### config.mk
export PLATFORM = sky130hd
export DESIGN_NAME = sync_clock_rx
export DESIGN_NICKNAME = d
export VERILOG_FILES = /design/src/pkg/sync_clock_pkg.sv /design/src/hw/sync_clock_rx.sv /design/src/hw/cs_buffer_mem.sv
export VERILOG_INCLUDE_DIRS = /design/src /design/src/pkg
export SDC_FILE = /design/constraint.sdc
export NUM_CORES = 1
export LEC_CHECK = 0
export ABC_AREA = 0
export BUFFER_PORTS_ARGS = -buffer_cell sky130_fd_sc_hd__buf_4
export CORE_ASPECT_RATIO = 1.1
export CORE_MARGIN = 3
export CORE_UTILIZATION = 44
export CTS_BUF_LIST = sky130_fd_sc_hd__clkbuf_8 sky130_fd_sc_hd__clkbuf_16
export DETAILED_ROUTE_END_ITERATION = 6
export PLACE_DENSITY = 0.59
export SLEW_MARGIN = 5
export SYNTH_ARGS = -nofsm -noshare
export SYNTH_HDL_FRONTEND = slang
export SYNTH_SLANG_ARGS = --single-unit
### constraint.sdc
create_clock -name clk_sys -period 2.57 [get_ports clk_sys]
set_input_delay 0.514 -clock clk_sys [delete_from_list [all_inputs] [get_ports clk_sys]]
set_output_delay 0.514 -clock clk_sys [all_outputs]
set_load 0.02 [all_outputs]
### src/pkg/sync_clock_map.svh
// Constants for simple sync and clock sync receive handling
`ifndef SYNC_CLOCK_MAP_SVH
`define SYNC_CLOCK_MAP_SVH

// Clock value telegram layout, also the buffer layout
`define CLKVAL_TE_FIRST 5'h00
`define CLKVAL_PREV_FIRST 5'h08
`define CLKVAL_STATUS1 5'h10
`define CLKVAL_STATUS2 5'h11
`define CLKVAL_LAST 5'h11

// Time parameter block layout
`define PRM_TYPE_BYTE 5'h01
`define PRM_SLOT_BYTE 5'h02
`define PRM_RSVD_BYTE 5'h03
`define PRM_IVL_HI 5'h04
`define PRM_IVL_LO 5'h05
`define PRM_DLY_FIRST 5'h06
`define PRM_DLY_LAST 5'h0d
`define PRM_MIN_LAST 5'h05
`define PRM_TYPE_TIME 8'h08
`define PRM_IVL_BASE_MS 10

`define CNT_SAT 5'h1f
`define BUF_WORDS 32

`endif

### src/pkg/sync_clock_pkg.sv
// Types for simple sync and clock sync receive handling
package sync_clock_pkg;

  typedef struct packed {
    logic [7:0] command;
    logic [7:0] group;
  } gc_req_t;

  typedef struct packed {
    logic valid;
    logic last;
    logic [7:0] data;
  } byte_strm_t;

  typedef struct packed {
    logic en;
    logic [4:0] addr;
    logic [7:0] data;
  } mem_wr_t;

  typedef struct packed {
    logic corrSign;
    logic [4:0] correctionValue;
    logic announceHourFlag;
    logic summerTimeFlag;
    logic syncFailFlag;
  } clk_val_status_t;

  typedef enum logic {
    TIMER_STOPPED,
    TIMER_RUNNING
  } timer_state_t;

endpackage

### src/hw/sync_clock_rx.sv
// Simple sync interrupt gating and clock sync receive handling
`timescale 1ns/1ps
`include "sync_clock_map.svh"
module sync_clock_rx
  import sync_clock_pkg::*;
(
  // Clock and reset
  input wire logic clk_sys,
  input wire logic reset_n,
  // Mode and interrupt controls
  input wire logic exchangeInterruptPortEnable,
  input wire logic syncOutputEnable,
  input wire logic syncPolarity,
  input wire logic outputDataIntMask,
  input wire logic [7:0] controlCommandReg,
  input wire logic [7:0] groupSelectReg,
  // Received telegram events
  input wire logic dataExchangeRcvd,
  input wire logic gcRcvd,
  input wire gc_req_t gcReq,
  input wire logic timeEventRcvd,
  input wire byte_strm_t clkValStrm,
  input wire byte_strm_t prmStrm,
  // Host acknowledges
  input wire logic outputDataAck,
  input wire logic gcAck,
  input wire logic clockSyncAck,
  // Host buffer read
  input wire logic bufRead,
  input wire logic [4:0] bufAddr,
  output logic [7:0] bufData_q,
  // Interrupts and sync
  output logic output_data_interrupt_q,
  output logic global_control_interrupt_q,
  output logic syncOut_q,
  output logic clockSyncInterrupt_q,
  // Clock sync status
  output logic [31:0] rxDelayTimer_q,
  output logic timerRunning_q,
  output logic setTime_q,
  output logic clockSyncViolation_q,
  output clk_val_status_t clkValStatus_q,
  output logic [15:0] syncInterval_q,
  output logic [63:0] csDelayTime_q,
  output logic prmAccepted_q
);

  function automatic logic [4:0] satInc(input logic [4:0] v);
    satInc = (v == `CNT_SAT) ? v : v + 5'h01;
  endfunction

  // Simple sync path
  logic dxPending_q, dxPending_d;
  logic dxReq_q, dxReq_d;
  logic gcInt_d;
  wire simpleMode = exchangeInterruptPortEnable & ~syncOutputEnable;
  wire synchHit = gcRcvd && gcReq.command == controlCommandReg
                  && gcReq.group == groupSelectReg;
  wire dxRaise = simpleMode ? (synchHit & dxPending_q) : dataExchangeRcvd;
  wire dxVisible = dxReq_d & ~outputDataIntMask;

  // A data exchange in the SYNCH cycle stays pending for the next SYNCH
  assign dxPending_d = (simpleMode & dataExchangeRcvd) | (dxPending_q & ~synchHit);
  assign dxReq_d = dxRaise | (dxReq_q & ~outputDataAck);
  assign gcInt_d = gcRcvd | (global_control_interrupt_q & ~gcAck);

  always_ff @(posedge clk_sys or negedge reset_n) begin
    if (!reset_n) begin
      dxPending_q <= 1'b0;
      dxReq_q <= 1'b0;
      output_data_interrupt_q <= 1'b0;
      global_control_interrupt_q <= 1'b0;
      syncOut_q <= 1'b0;
    end else begin
      dxPending_q <= dxPending_d;
      dxReq_q <= dxReq_d;
      output_data_interrupt_q <= dxVisible;
      global_control_interrupt_q <= gcInt_d;
      syncOut_q <= syncPolarity ^ (simpleMode & dxVisible);
    end
  end

  // Receive delay timer
  timer_state_t timerState_q, timerState_d;
  logic [31:0] timer_d;

  always_comb begin
    timerState_d = timerState_q;
    case (timerState_q)
      TIMER_STOPPED: if (timeEventRcvd) timerState_d = TIMER_RUNNING;
      TIMER_RUNNING: if (bufRead && !timeEventRcvd) timerState_d = TIMER_STOPPED;
      default: timerState_d = TIMER_STOPPED;
    endcase
  end

  assign timer_d = timeEventRcvd ? 32'h0000_0000 :
                   (timerState_q == TIMER_RUNNING) ? rxDelayTimer_q + 32'h0000_0001 :
                   rxDelayTimer_q;

  always_ff @(posedge clk_sys or negedge reset_n) begin
    if (!reset_n) begin
      timerState_q <= TIMER_STOPPED;
      rxDelayTimer_q <= 32'h0000_0000;
      timerRunning_q <= 1'b0;
    end else begin
      timerState_q <= timerState_d;
      rxDelayTimer_q <= timer_d;
      timerRunning_q <= timerState_d == TIMER_RUNNING;
    end
  end

  // Clock value telegram
  logic [4:0] clkValCnt_q;
  mem_wr_t clkValWr;
  wire clkValLocked = clockSyncInterrupt_q;
  wire clkValGood = clkValStrm.valid && clkValStrm.last && clkValCnt_q == `CLKVAL_LAST;
  wire clkValBad = clkValStrm.valid && clkValStrm.last && clkValCnt_q != `CLKVAL_LAST;
  wire clkValAccept = clkValGood & ~clkValLocked;
  // A frame refused while locked must not re-arm the interrupt over old status
  wire clkValNew = clkValAccept | (clkValBad & ~clkValLocked);

  assign clkValWr.en = clkValStrm.valid && !clkValLocked && clkValCnt_q <= `CLKVAL_LAST;
  assign clkValWr.addr = clkValCnt_q;
  assign clkValWr.data = clkValStrm.data;

  always_ff @(posedge clk_sys or negedge reset_n) begin
    if (!reset_n) begin
      clkValCnt_q <= 5'h00;
      clockSyncInterrupt_q <= 1'b0;
      setTime_q <= 1'b0;
      clockSyncViolation_q <= 1'b0;
      clkValStatus_q <= '0;
    end else begin
      if (clkValStrm.valid) begin
        clkValCnt_q <= clkValStrm.last ? 5'h00 : satInc(clkValCnt_q);
      end
      // A frame ending in the acknowledge cycle is refused as locked, so the acknowledge wins
      clockSyncInterrupt_q <= clkValNew | (clockSyncInterrupt_q & ~clockSyncAck);
      if (clkValNew) begin
        setTime_q <= clkValAccept;
        clockSyncViolation_q <= clkValBad;
      end
      if (clkValWr.en && clkValCnt_q == `CLKVAL_STATUS1) begin
        clkValStatus_q.corrSign <= clkValStrm.data[7];
        clkValStatus_q.correctionValue <= clkValStrm.data[6:2];
      end
      if (clkValWr.en && clkValCnt_q == `CLKVAL_STATUS2) begin
        clkValStatus_q.announceHourFlag <= clkValStrm.data[7];
        clkValStatus_q.summerTimeFlag <= clkValStrm.data[6];
        clkValStatus_q.syncFailFlag <= clkValStrm.data[0];
      end
    end
  end

  cs_buffer_mem u_buf (
    .clk_sys(clk_sys),
    .reset_n(reset_n),
    .wr(clkValWr),
    .rdEn(bufRead),
    .rdAddr(bufAddr),
    .rdData_q(bufData_q)
  );

  // Time parameter block
  logic [4:0] prmCnt_q;
  logic prmOk_q;
  logic [15:0] ivlShadow_q;
  logic [63:0] dlyShadow_q;
  wire prmByteOk =
    (prmCnt_q == `PRM_TYPE_BYTE) ? prmStrm.data == `PRM_TYPE_TIME :
    (prmCnt_q == `PRM_SLOT_BYTE || prmCnt_q == `PRM_RSVD_BYTE) ? prmStrm.data == 8'h00 :
    1'b1;
  wire prmDone = prmStrm.valid && prmStrm.last && prmOk_q && prmByteOk
                 && prmCnt_q >= `PRM_MIN_LAST;
  wire prmDly = prmCnt_q >= `PRM_DLY_FIRST && prmCnt_q <= `PRM_DLY_LAST;

  always_ff @(posedge clk_sys or negedge reset_n) begin
    if (!reset_n) begin
      prmCnt_q <= 5'h00;
      prmOk_q <= 1'b1;
      ivlShadow_q <= 16'h0000;
      dlyShadow_q <= 64'h0000_0000_0000_0000;
      syncInterval_q <= 16'h0000;
      csDelayTime_q <= 64'h0000_0000_0000_0000;
      prmAccepted_q <= 1'b0;
    end else if (prmStrm.valid) begin
      prmCnt_q <= prmStrm.last ? 5'h00 : satInc(prmCnt_q);
      prmOk_q <= prmStrm.last | (prmOk_q & prmByteOk);
      if (prmCnt_q == `PRM_IVL_HI) ivlShadow_q[15:8] <= prmStrm.data;
      if (prmCnt_q == `PRM_IVL_LO) ivlShadow_q[7:0] <= prmStrm.data;
      // Cleared per block so an omitted delay never inherits older bytes
      if (prmStrm.last) dlyShadow_q <= 64'h0000_0000_0000_0000;
      else if (prmDly) dlyShadow_q <= {dlyShadow_q[55:0], prmStrm.data};
      if (prmStrm.last) begin
        prmAccepted_q <= prmDone;
        if (prmDone) begin
          syncInterval_q <= (prmCnt_q == `PRM_IVL_LO) ?
                            {ivlShadow_q[15:8], prmStrm.data} : ivlShadow_q;
          csDelayTime_q <= prmDly ? {dlyShadow_q[55:0], prmStrm.data} : dlyShadow_q;
        end
      end
    end
  end
endmodule

### src/hw/cs_buffer_mem.sv
// Clock sync buffer storage with registered read data
`timescale 1ns/1ps
`include "sync_clock_map.svh"
module cs_buffer_mem
  import sync_clock_pkg::*;
(
  // Clock and reset
  input wire logic clk_sys,
  input wire logic reset_n,
  // Write port
  input wire mem_wr_t wr,
  // Read port
  input wire logic rdEn,
  input wire logic [4:0] rdAddr,
  output logic [7:0] rdData_q
);

  logic [7:0] mem [`BUF_WORDS];

  // No reset on the array; contents are undefined until first written
  always_ff @(posedge clk_sys) begin
    if (wr.en) begin
      mem[wr.addr] <= wr.data;
    end
  end

  always_ff @(posedge clk_sys or negedge reset_n) begin
    if (!reset_n) begin
      rdData_q <= 8'h00;
    end else if (rdEn) begin
      rdData_q <= mem[rdAddr];
    end
  end

endmodule

==> metrics.md, run 1 <==
| Metric | Value |
|---|---|
| Status | complete, no violations |
| Crit end category | flip-flop |
| Hold Crit Class | in -> reg |
| Total wire length | 50,200 um |
| Area leader, netlist | edfxtp_1 |
| Slowest stage delay, CP | 600 ps |
| First-pass GRT wire length | 78,100 um |
| Top-count cell post-synth | edfxtp_1 |
| Via density | 5.28 |
| Synthesis-to-finish area growth | 21.8% |
| DR vias | 13,649 |
| Critical Path AT | 2840 ps |
| Clock sinks | 486 |
| Multi-input combinational cell area | 6710 um^2 |
| XOR/XNOR Fraction of Synth Area | 1.62% |
| Post-synth EDFFs | 256 |
| Post-synth top cells | 256 x edfxtp_1, 229 x dfrtp_1, 178 x nand2_1 |
| Leak | 0.0105 uW |
| Worst slew pin tran | 1160 ps |
| H-tree depth | 2 |
| Ys flop type | edfxtp_1 |
| Syn Inst Count | 1,643 |
| Worst Clk Skew | 16.9 ps |
| Synth Area in Compound Gates | 11.7% |
| Largest net degree at the start of global routing | 120 |
| Max_cap viols | 0 |
| Worst slew margin | 22.2% |
| Crit path capture | csDelayTime_q[58] |
| Crit-path max FO | 119 |
| FFs w/ async S/R, synth | 47.3% |
| Final Max Slew Viols | 0 |
| Post-route minimum period | 2400 ps |
| Initial drt markers | 1,009 |
| DR WL/cell | 19.4 um |
| Syn_area_per_cell | 12.5 um^2 |
| Setup bufs post-CTS | 0 |
| Worst R2R Path Depth | 7 |
| Num CTS Buffers | 52 |
| Filler cell count | 3,955 |
| CP Class | reg -> reg |
| Layout cells sized above 1 | 19.2% |
| Boundary Pins | 207 |
| Slowest cell on crit path | o31ai_1 |
| DPL Wire Length | 32,600 um |
| Post-Syn Area | 20,500 um^2 |
| Final setup viols | 0 |
| Setup TNS Final | 0 ps |
| Clock-pin transition on the worst setup and hold timing paths | 60 ps |
| Pwr dens | 835 nW/um^2 |
| R2R Setup Slk | 170 ps |
| CP startpoint kind | flip-flop |
| CTS Root Buffer Type | clkbuf_16 |
| Worst vdd ir | 0.568 mV |
| Fin crit share | 93.4% |
| Fmax | 417 MHz |
| Clk_lat worst skew | 600 ps |
| Router iterations before antenna repair | 5 |
| Reg2reg start | prmCnt_q[1] |
| Worst r2r dst | csDelayTime_q[58] |
| Row count | 82 |
| Post-synthesis mux area share | 8.43% |
| Core Area | 45,900 um^2 |
| Chip Height | 233 um |
| Clock Tree Buf Depth | 3 |
| Die area | 49,300 um^2 |
| Largest family of logic cells by synthesized area | compound AO/OA/AOI/OAI gates |
| Grt ovf | 0 |
| Tot GR Track Use | 20.3% |
| Yosys cell types | 55 |
| Register area share after synthesis | 65.4% |
| Yosys warns | 0 |
| Top-area cell type share of the netlist area | 37.4% |
| Crit path from | prmCnt_q[1] |
| Initial Util | 44.8% |
| PortBufs | 206 |
| Initial antenna violation count | 0 |
| Total area of sequential cells | 13,400 um^2 |
| Final Hold Viols | 0 |
| CP cell instances | inv_1, ha_1, o31ai_1, a21oi_4, buf_12, nor2_1, a31oi_1 |
| Req. time, crit path | 3010 ps |
| Area share of and/or/nand/nor cells after synthesis | 8.27% |
| Vias in the first global route | 13,627 |
| Synth area leaders | edfxtp_1 37%, dfrtp_1 28%, mux2i_1 6.7% |
| GP Congestion | 0.796 |
| Hold_ws | 68.1 ps |
| Adder-Cell Fraction of Synth Area | 0.670% |
| DRC | 0 |
| RSZ-0062 raised after global routing | false |
| Post-route ant nets | 0 |
| DIE WIDTH | 212 um |
| CTS tree | done |
| Register bit total from synthesis | 486 |
| Nets@finish | 2,035 |
| N_diodes | 0 |
## per-stage QoR
stage                     power (uW)  std cells  instance area (um^2)  utilization [%]  worst slack [ps]
after floorplan                12000       1738                 20900                -               440
after global placement         13700       2486                 23300             50.8              97.5
after detailed placement       13700       2486                 23300             50.8              63.0
after CTS                      21100       2584                 25000             54.5               181
after global routing           21900       2585                 25000             54.5              1.07
final                          20900       2585                 25000             54.5               170
## repair_timing
item	4_1_cts	5_1_grt
endpoints found under the hold margin	48	0
setup endpoints to repair	0	28
gates resized for setup	0	2
hold buffers	1	0
## power breakdown
group          switching, uW  internal (uW)
combinational           2040           1560
sequential               704           9240
clock                   3120           4220
## state kept, by name, indices dropped and copies added (netlist names), 8 cells and up
signal          count
ivlShadow_q        16
u_buf.rdData_q      8
syncInterval_q     16
rxDelayTimer_q     32
dlyShadow_q        64
csDelayTime_q      64
u_buf.mem         256
clkValStatus_q      9
## cells by family after synthesis
kind of cell    count (synthesis)
compound gates                353
xor+xnor                       38
fa+ha+maj                      11
buf+inv                       196
flops                         486
mux                           169
other cells                     1
simple gates                  389
## final cells by class
cell class | count | area share, %
flip-flops and latches | 486 | 53.7
multi-input cells | 1057 | 26.8
repair buffers | 264 | 8.38
clock buffers | 55 | 5.41
well taps | 588 | 2.94
inverters | 93 | 1.40
clock inverters | 42 | 1.31
## worst min path at each step
stage                          startpoint                         end  slack (ps)  cells after the start
6_report                outputDataIntMask     output_data_interrupt_q          70                      2
3_5_place_dp                      reset_n           syncInterval_q[6]         460                      1
3_3_place_gp   global_control_interrupt_q  global_control_interrupt_q         460                      1
5_1_grt                 outputDataIntMask     output_data_interrupt_q          40                      2
2_1_floorplan                     reset_n              clkValCnt_q[0]         220                      0
4_1_cts                 outputDataIntMask     output_data_interrupt_q          20                      2
## cell usage in the layout (no fill, tap or decap), types with 39 or more instances in the layout
master,instances
edfxtp_1,256
buf_4,253
dfrtp_1,229
nand2_1,178
mux2i_1,137
nor2_1,123
inv_1,107
conb_1,96
o22ai_1,77
a31oi_1,65
a21boi_0,64
clkbuf_16,53
a21oi_1,39
## critical path, delay by kind of cell (launching register included)
family / cells / cell delay, ps
and+or+nand+nor: 1 / 160
DFF: 1 / 460
adders and majority gates: 1 / 260
AOI/OAI and AO/OA: 3 / 900
buffers and inverters: 2 / 400
## routing by layer
| metal | vias up | part of all wire (%) | track usage (%) |
|---|---|---|---|
| met3 | 77 | 4.8 | 4.02 |
| met1 | 6744 | 43 | 26.8 |
| li1 | 6526 | - | - |
| met5 | - | 0 | 0 |
| met4 | 0 | 2.8 | 6.26 |
| met2 | 302 | 49 | 33.9 |
No activity file was read; power rests on OpenSTA's default activity.
==> run 2: changes to the inputs <==
--- a/config.mk
+++ b/config.mk
@@ -9,7 +9,6 @@
 export ABC_AREA = 0
 export BUFFER_PORTS_ARGS = -buffer_cell sky130_fd_sc_hd__buf_4
 export CORE_ASPECT_RATIO = 1.1
-export CORE_MARGIN = 3
 export CORE_UTILIZATION = 44
 export CTS_BUF_LIST = sky130_fd_sc_hd__clkbuf_8 sky130_fd_sc_hd__clkbuf_16
 export DETAILED_ROUTE_END_ITERATION = 6
==> metrics.md, run 2 (synthesis results as in run 1) <==
| Metric | Value |
|---|---|
| Status | complete, no violations |
| Total wire length | 49,000 um (-2.2%) |
| Fin crit share | 89.3% (-4.1 points) |
| Largest regs | u_buf.mem: 256 flops, csDelayTime_q: 64 flops, dlyShadow_q: 64 flops |
| Setup TNS Final | 0 ps (unchanged) |
| Hold Crit Class | in -> reg |
| Core Area | 45,900 um^2 (unchanged) |
| Clock-pin transition on the worst setup and hold timing paths | 60 ps (about the same) |
| Biggest register | u_buf.mem |
| Worst Clk Skew | 10.7 ps (-6.22 ps) |
| Crit-path max FO | 37 (-69%) |
| GP Congestion | 0.807 (+1.4%) |
| Placed Cells | 2,489 (+0.12%) |
| Vias in the first global route | 13,827 (+1.5%) |
| Tot GR Track Use | 20.6% (+0.32 points) |
| CTS Root Buffer Type | clkbuf_16 |
| Final Max Slew Viols | 0 (unchanged) |
| Leak | 0.0106 uW (+0.78%) |
| Layout cells sized above 1 | 19.6% (+0.43 points) |
| CP Class | reg -> reg |
| CTS tree | done |
| H-tree depth | 2 (unchanged) |
| Crit end category | flip-flop |
| Initial antenna violation count | 0 (unchanged) |
| Grt ovf | 0 (unchanged) |
| Synthesis-to-finish area growth | 22.6% |
| DPL Wire Length | 31,600 um (-3.1%) |
| Clock Tree Buf Depth | 3 (unchanged) |
| Num CTS Buffers | 52 (unchanged) |
| Row count | 82 (unchanged) |
| Worst slew margin | 40.7% (+19 points) |
| Req. time, crit path | 2990 ps (-20 ps) |
| Most frequent cells in the layout | 259 x buf_4, 256 x edfxtp_1, 229 x dfrtp_1 |
| Initial Util | 44.8% (unchanged) |
| Nets@finish | 2,041 (+0.29%) |
| Max_cap viols | 0 (unchanged) |
| Worst slew pin tran | 888 ps (-277 ps) |
| Post-route minimum period | 2290 ps (-106 ps) |
| RSZ-0062 raised after global routing | false |
| Initial drt markers | 876 (-13%) |
| PortBufs | 206 (unchanged) |
| Worst vdd ir | 0.606 mV (+6.7%) |
| Boundary Pins | 207 (unchanged) |
| CP startpoint kind | flip-flop |
| DIE WIDTH | 208 um (-1.9%) |
| Chip Height | 229 um (-1.7%) |
| Clk_lat worst skew | 590 ps (about the same) |
| DRC | 0 (unchanged) |
| Max FFs per register | 256 (unchanged) |
| Final Hold Viols | 0 (unchanged) |
| Pwr dens | 844 nW/um^2 (+1.1%) |
| Post-route ant nets | 0 (unchanged) |
| N_diodes | 0 (unchanged) |
| Clock sinks | 486 (unchanged) |
| Router iterations before antenna repair | 7 (+2) |
| Final Non-Filler Cells | 2,592 (+0.27%) |
| Final setup viols | 0 (unchanged) |
| Largest net degree at the start of global routing | 116 (-3.3%) |
| First-pass GRT wire length | 77,200 um (-1.1%) |
| Fmax | 436 MHz (+4.6%) |
| DR WL/cell | 18.9 um (-2.5%) |
| Via density | 5.34 (+1.1%) |
| Die area | 47,600 um^2 (-3.6%) |
| DR vias | 13,833 (+1.3%) |
| Most common cell after layout, fill and taps aside | buf_4 |
| Critical Path AT | 2720 ps (-120 ps) |
run 2: timing repair:
action / 4_1_cts / 5_1_grt
gates resized for setup: 0 / 3
hold endpoints to repair: 67 / 0
setup endpoints to repair: 0 / 65
hold buffers: 1 / 0
buffers inserted: 0 / 3
run 2: metrics by stage:
stage               hold WS, ps  power [uW]  cell area [um^2]  setup slack, ps  utilization (%)
floorplan                   218       12000             20900              440                -
global placement            464       13600             23300              103             50.9
detailed placement          469       13700             23300             39.3             50.9
CTS                        46.4       21500             25100             80.1             54.8
global route               56.5       22300             25200             2.51             54.9
finish                     90.1       21300             25200              276             54.9
run 2: final timing paths:
check	slack, ps	from	endpoint	cells after the start
hold reg to reg	480	global_control_interrupt_q	global_control_interrupt_q	1
min in group asynchronous	510	reset_n	syncInterval_q[5]	2
setup reg to reg	280	prmCnt_q[1]	dlyShadow_q[51]	8
max in group asynchronous	1240	reset_n	dlyShadow_q[58]	3
hold / removal	90	outputDataIntMask	output_data_interrupt_q	2
setup / recovery	280	prmCnt_q[1]	dlyShadow_q[51]	8
run 2: critical path, cell delays in order, from the launching register on:
cell	delay, ps
dfrtp_1	470
inv_1	110
ha_1	250
inv_1	120
a221o_2	510
buf_12	230
nand2_1	100
a21boi_0	210
o22ai_1	110
run 2: report_power, final:
group / switching (uW) / internal (uW)
clock network: 3060 / 4640
registers: 697 / 9240
logic: 2060 / 1570
total: 5810 / 15400
run 2: cell type report:
type                            instances  area, um^2
Sequential cell                       486       13400
Multi-Input combinational cell       1057        6720
Fill cell                            3944       20700
Tap cell                              588         736
Clock buffer                           62        1460
Clock inverter                         36         332
Inverter                               93         349
Timing Repair Buffer                  270        2150
run 2: metal layers:
layer	GRT usage (%)	part of all wire (%)	routed length, um	vias to the layer above
li1	-	-	-	6523
met1	26.7	43	21000	6905
met2	34.8	50	24400	330
met3	4.40	5.5	2700	75
met4	5.79	2.1	1010	0
met5	0	0	0	-
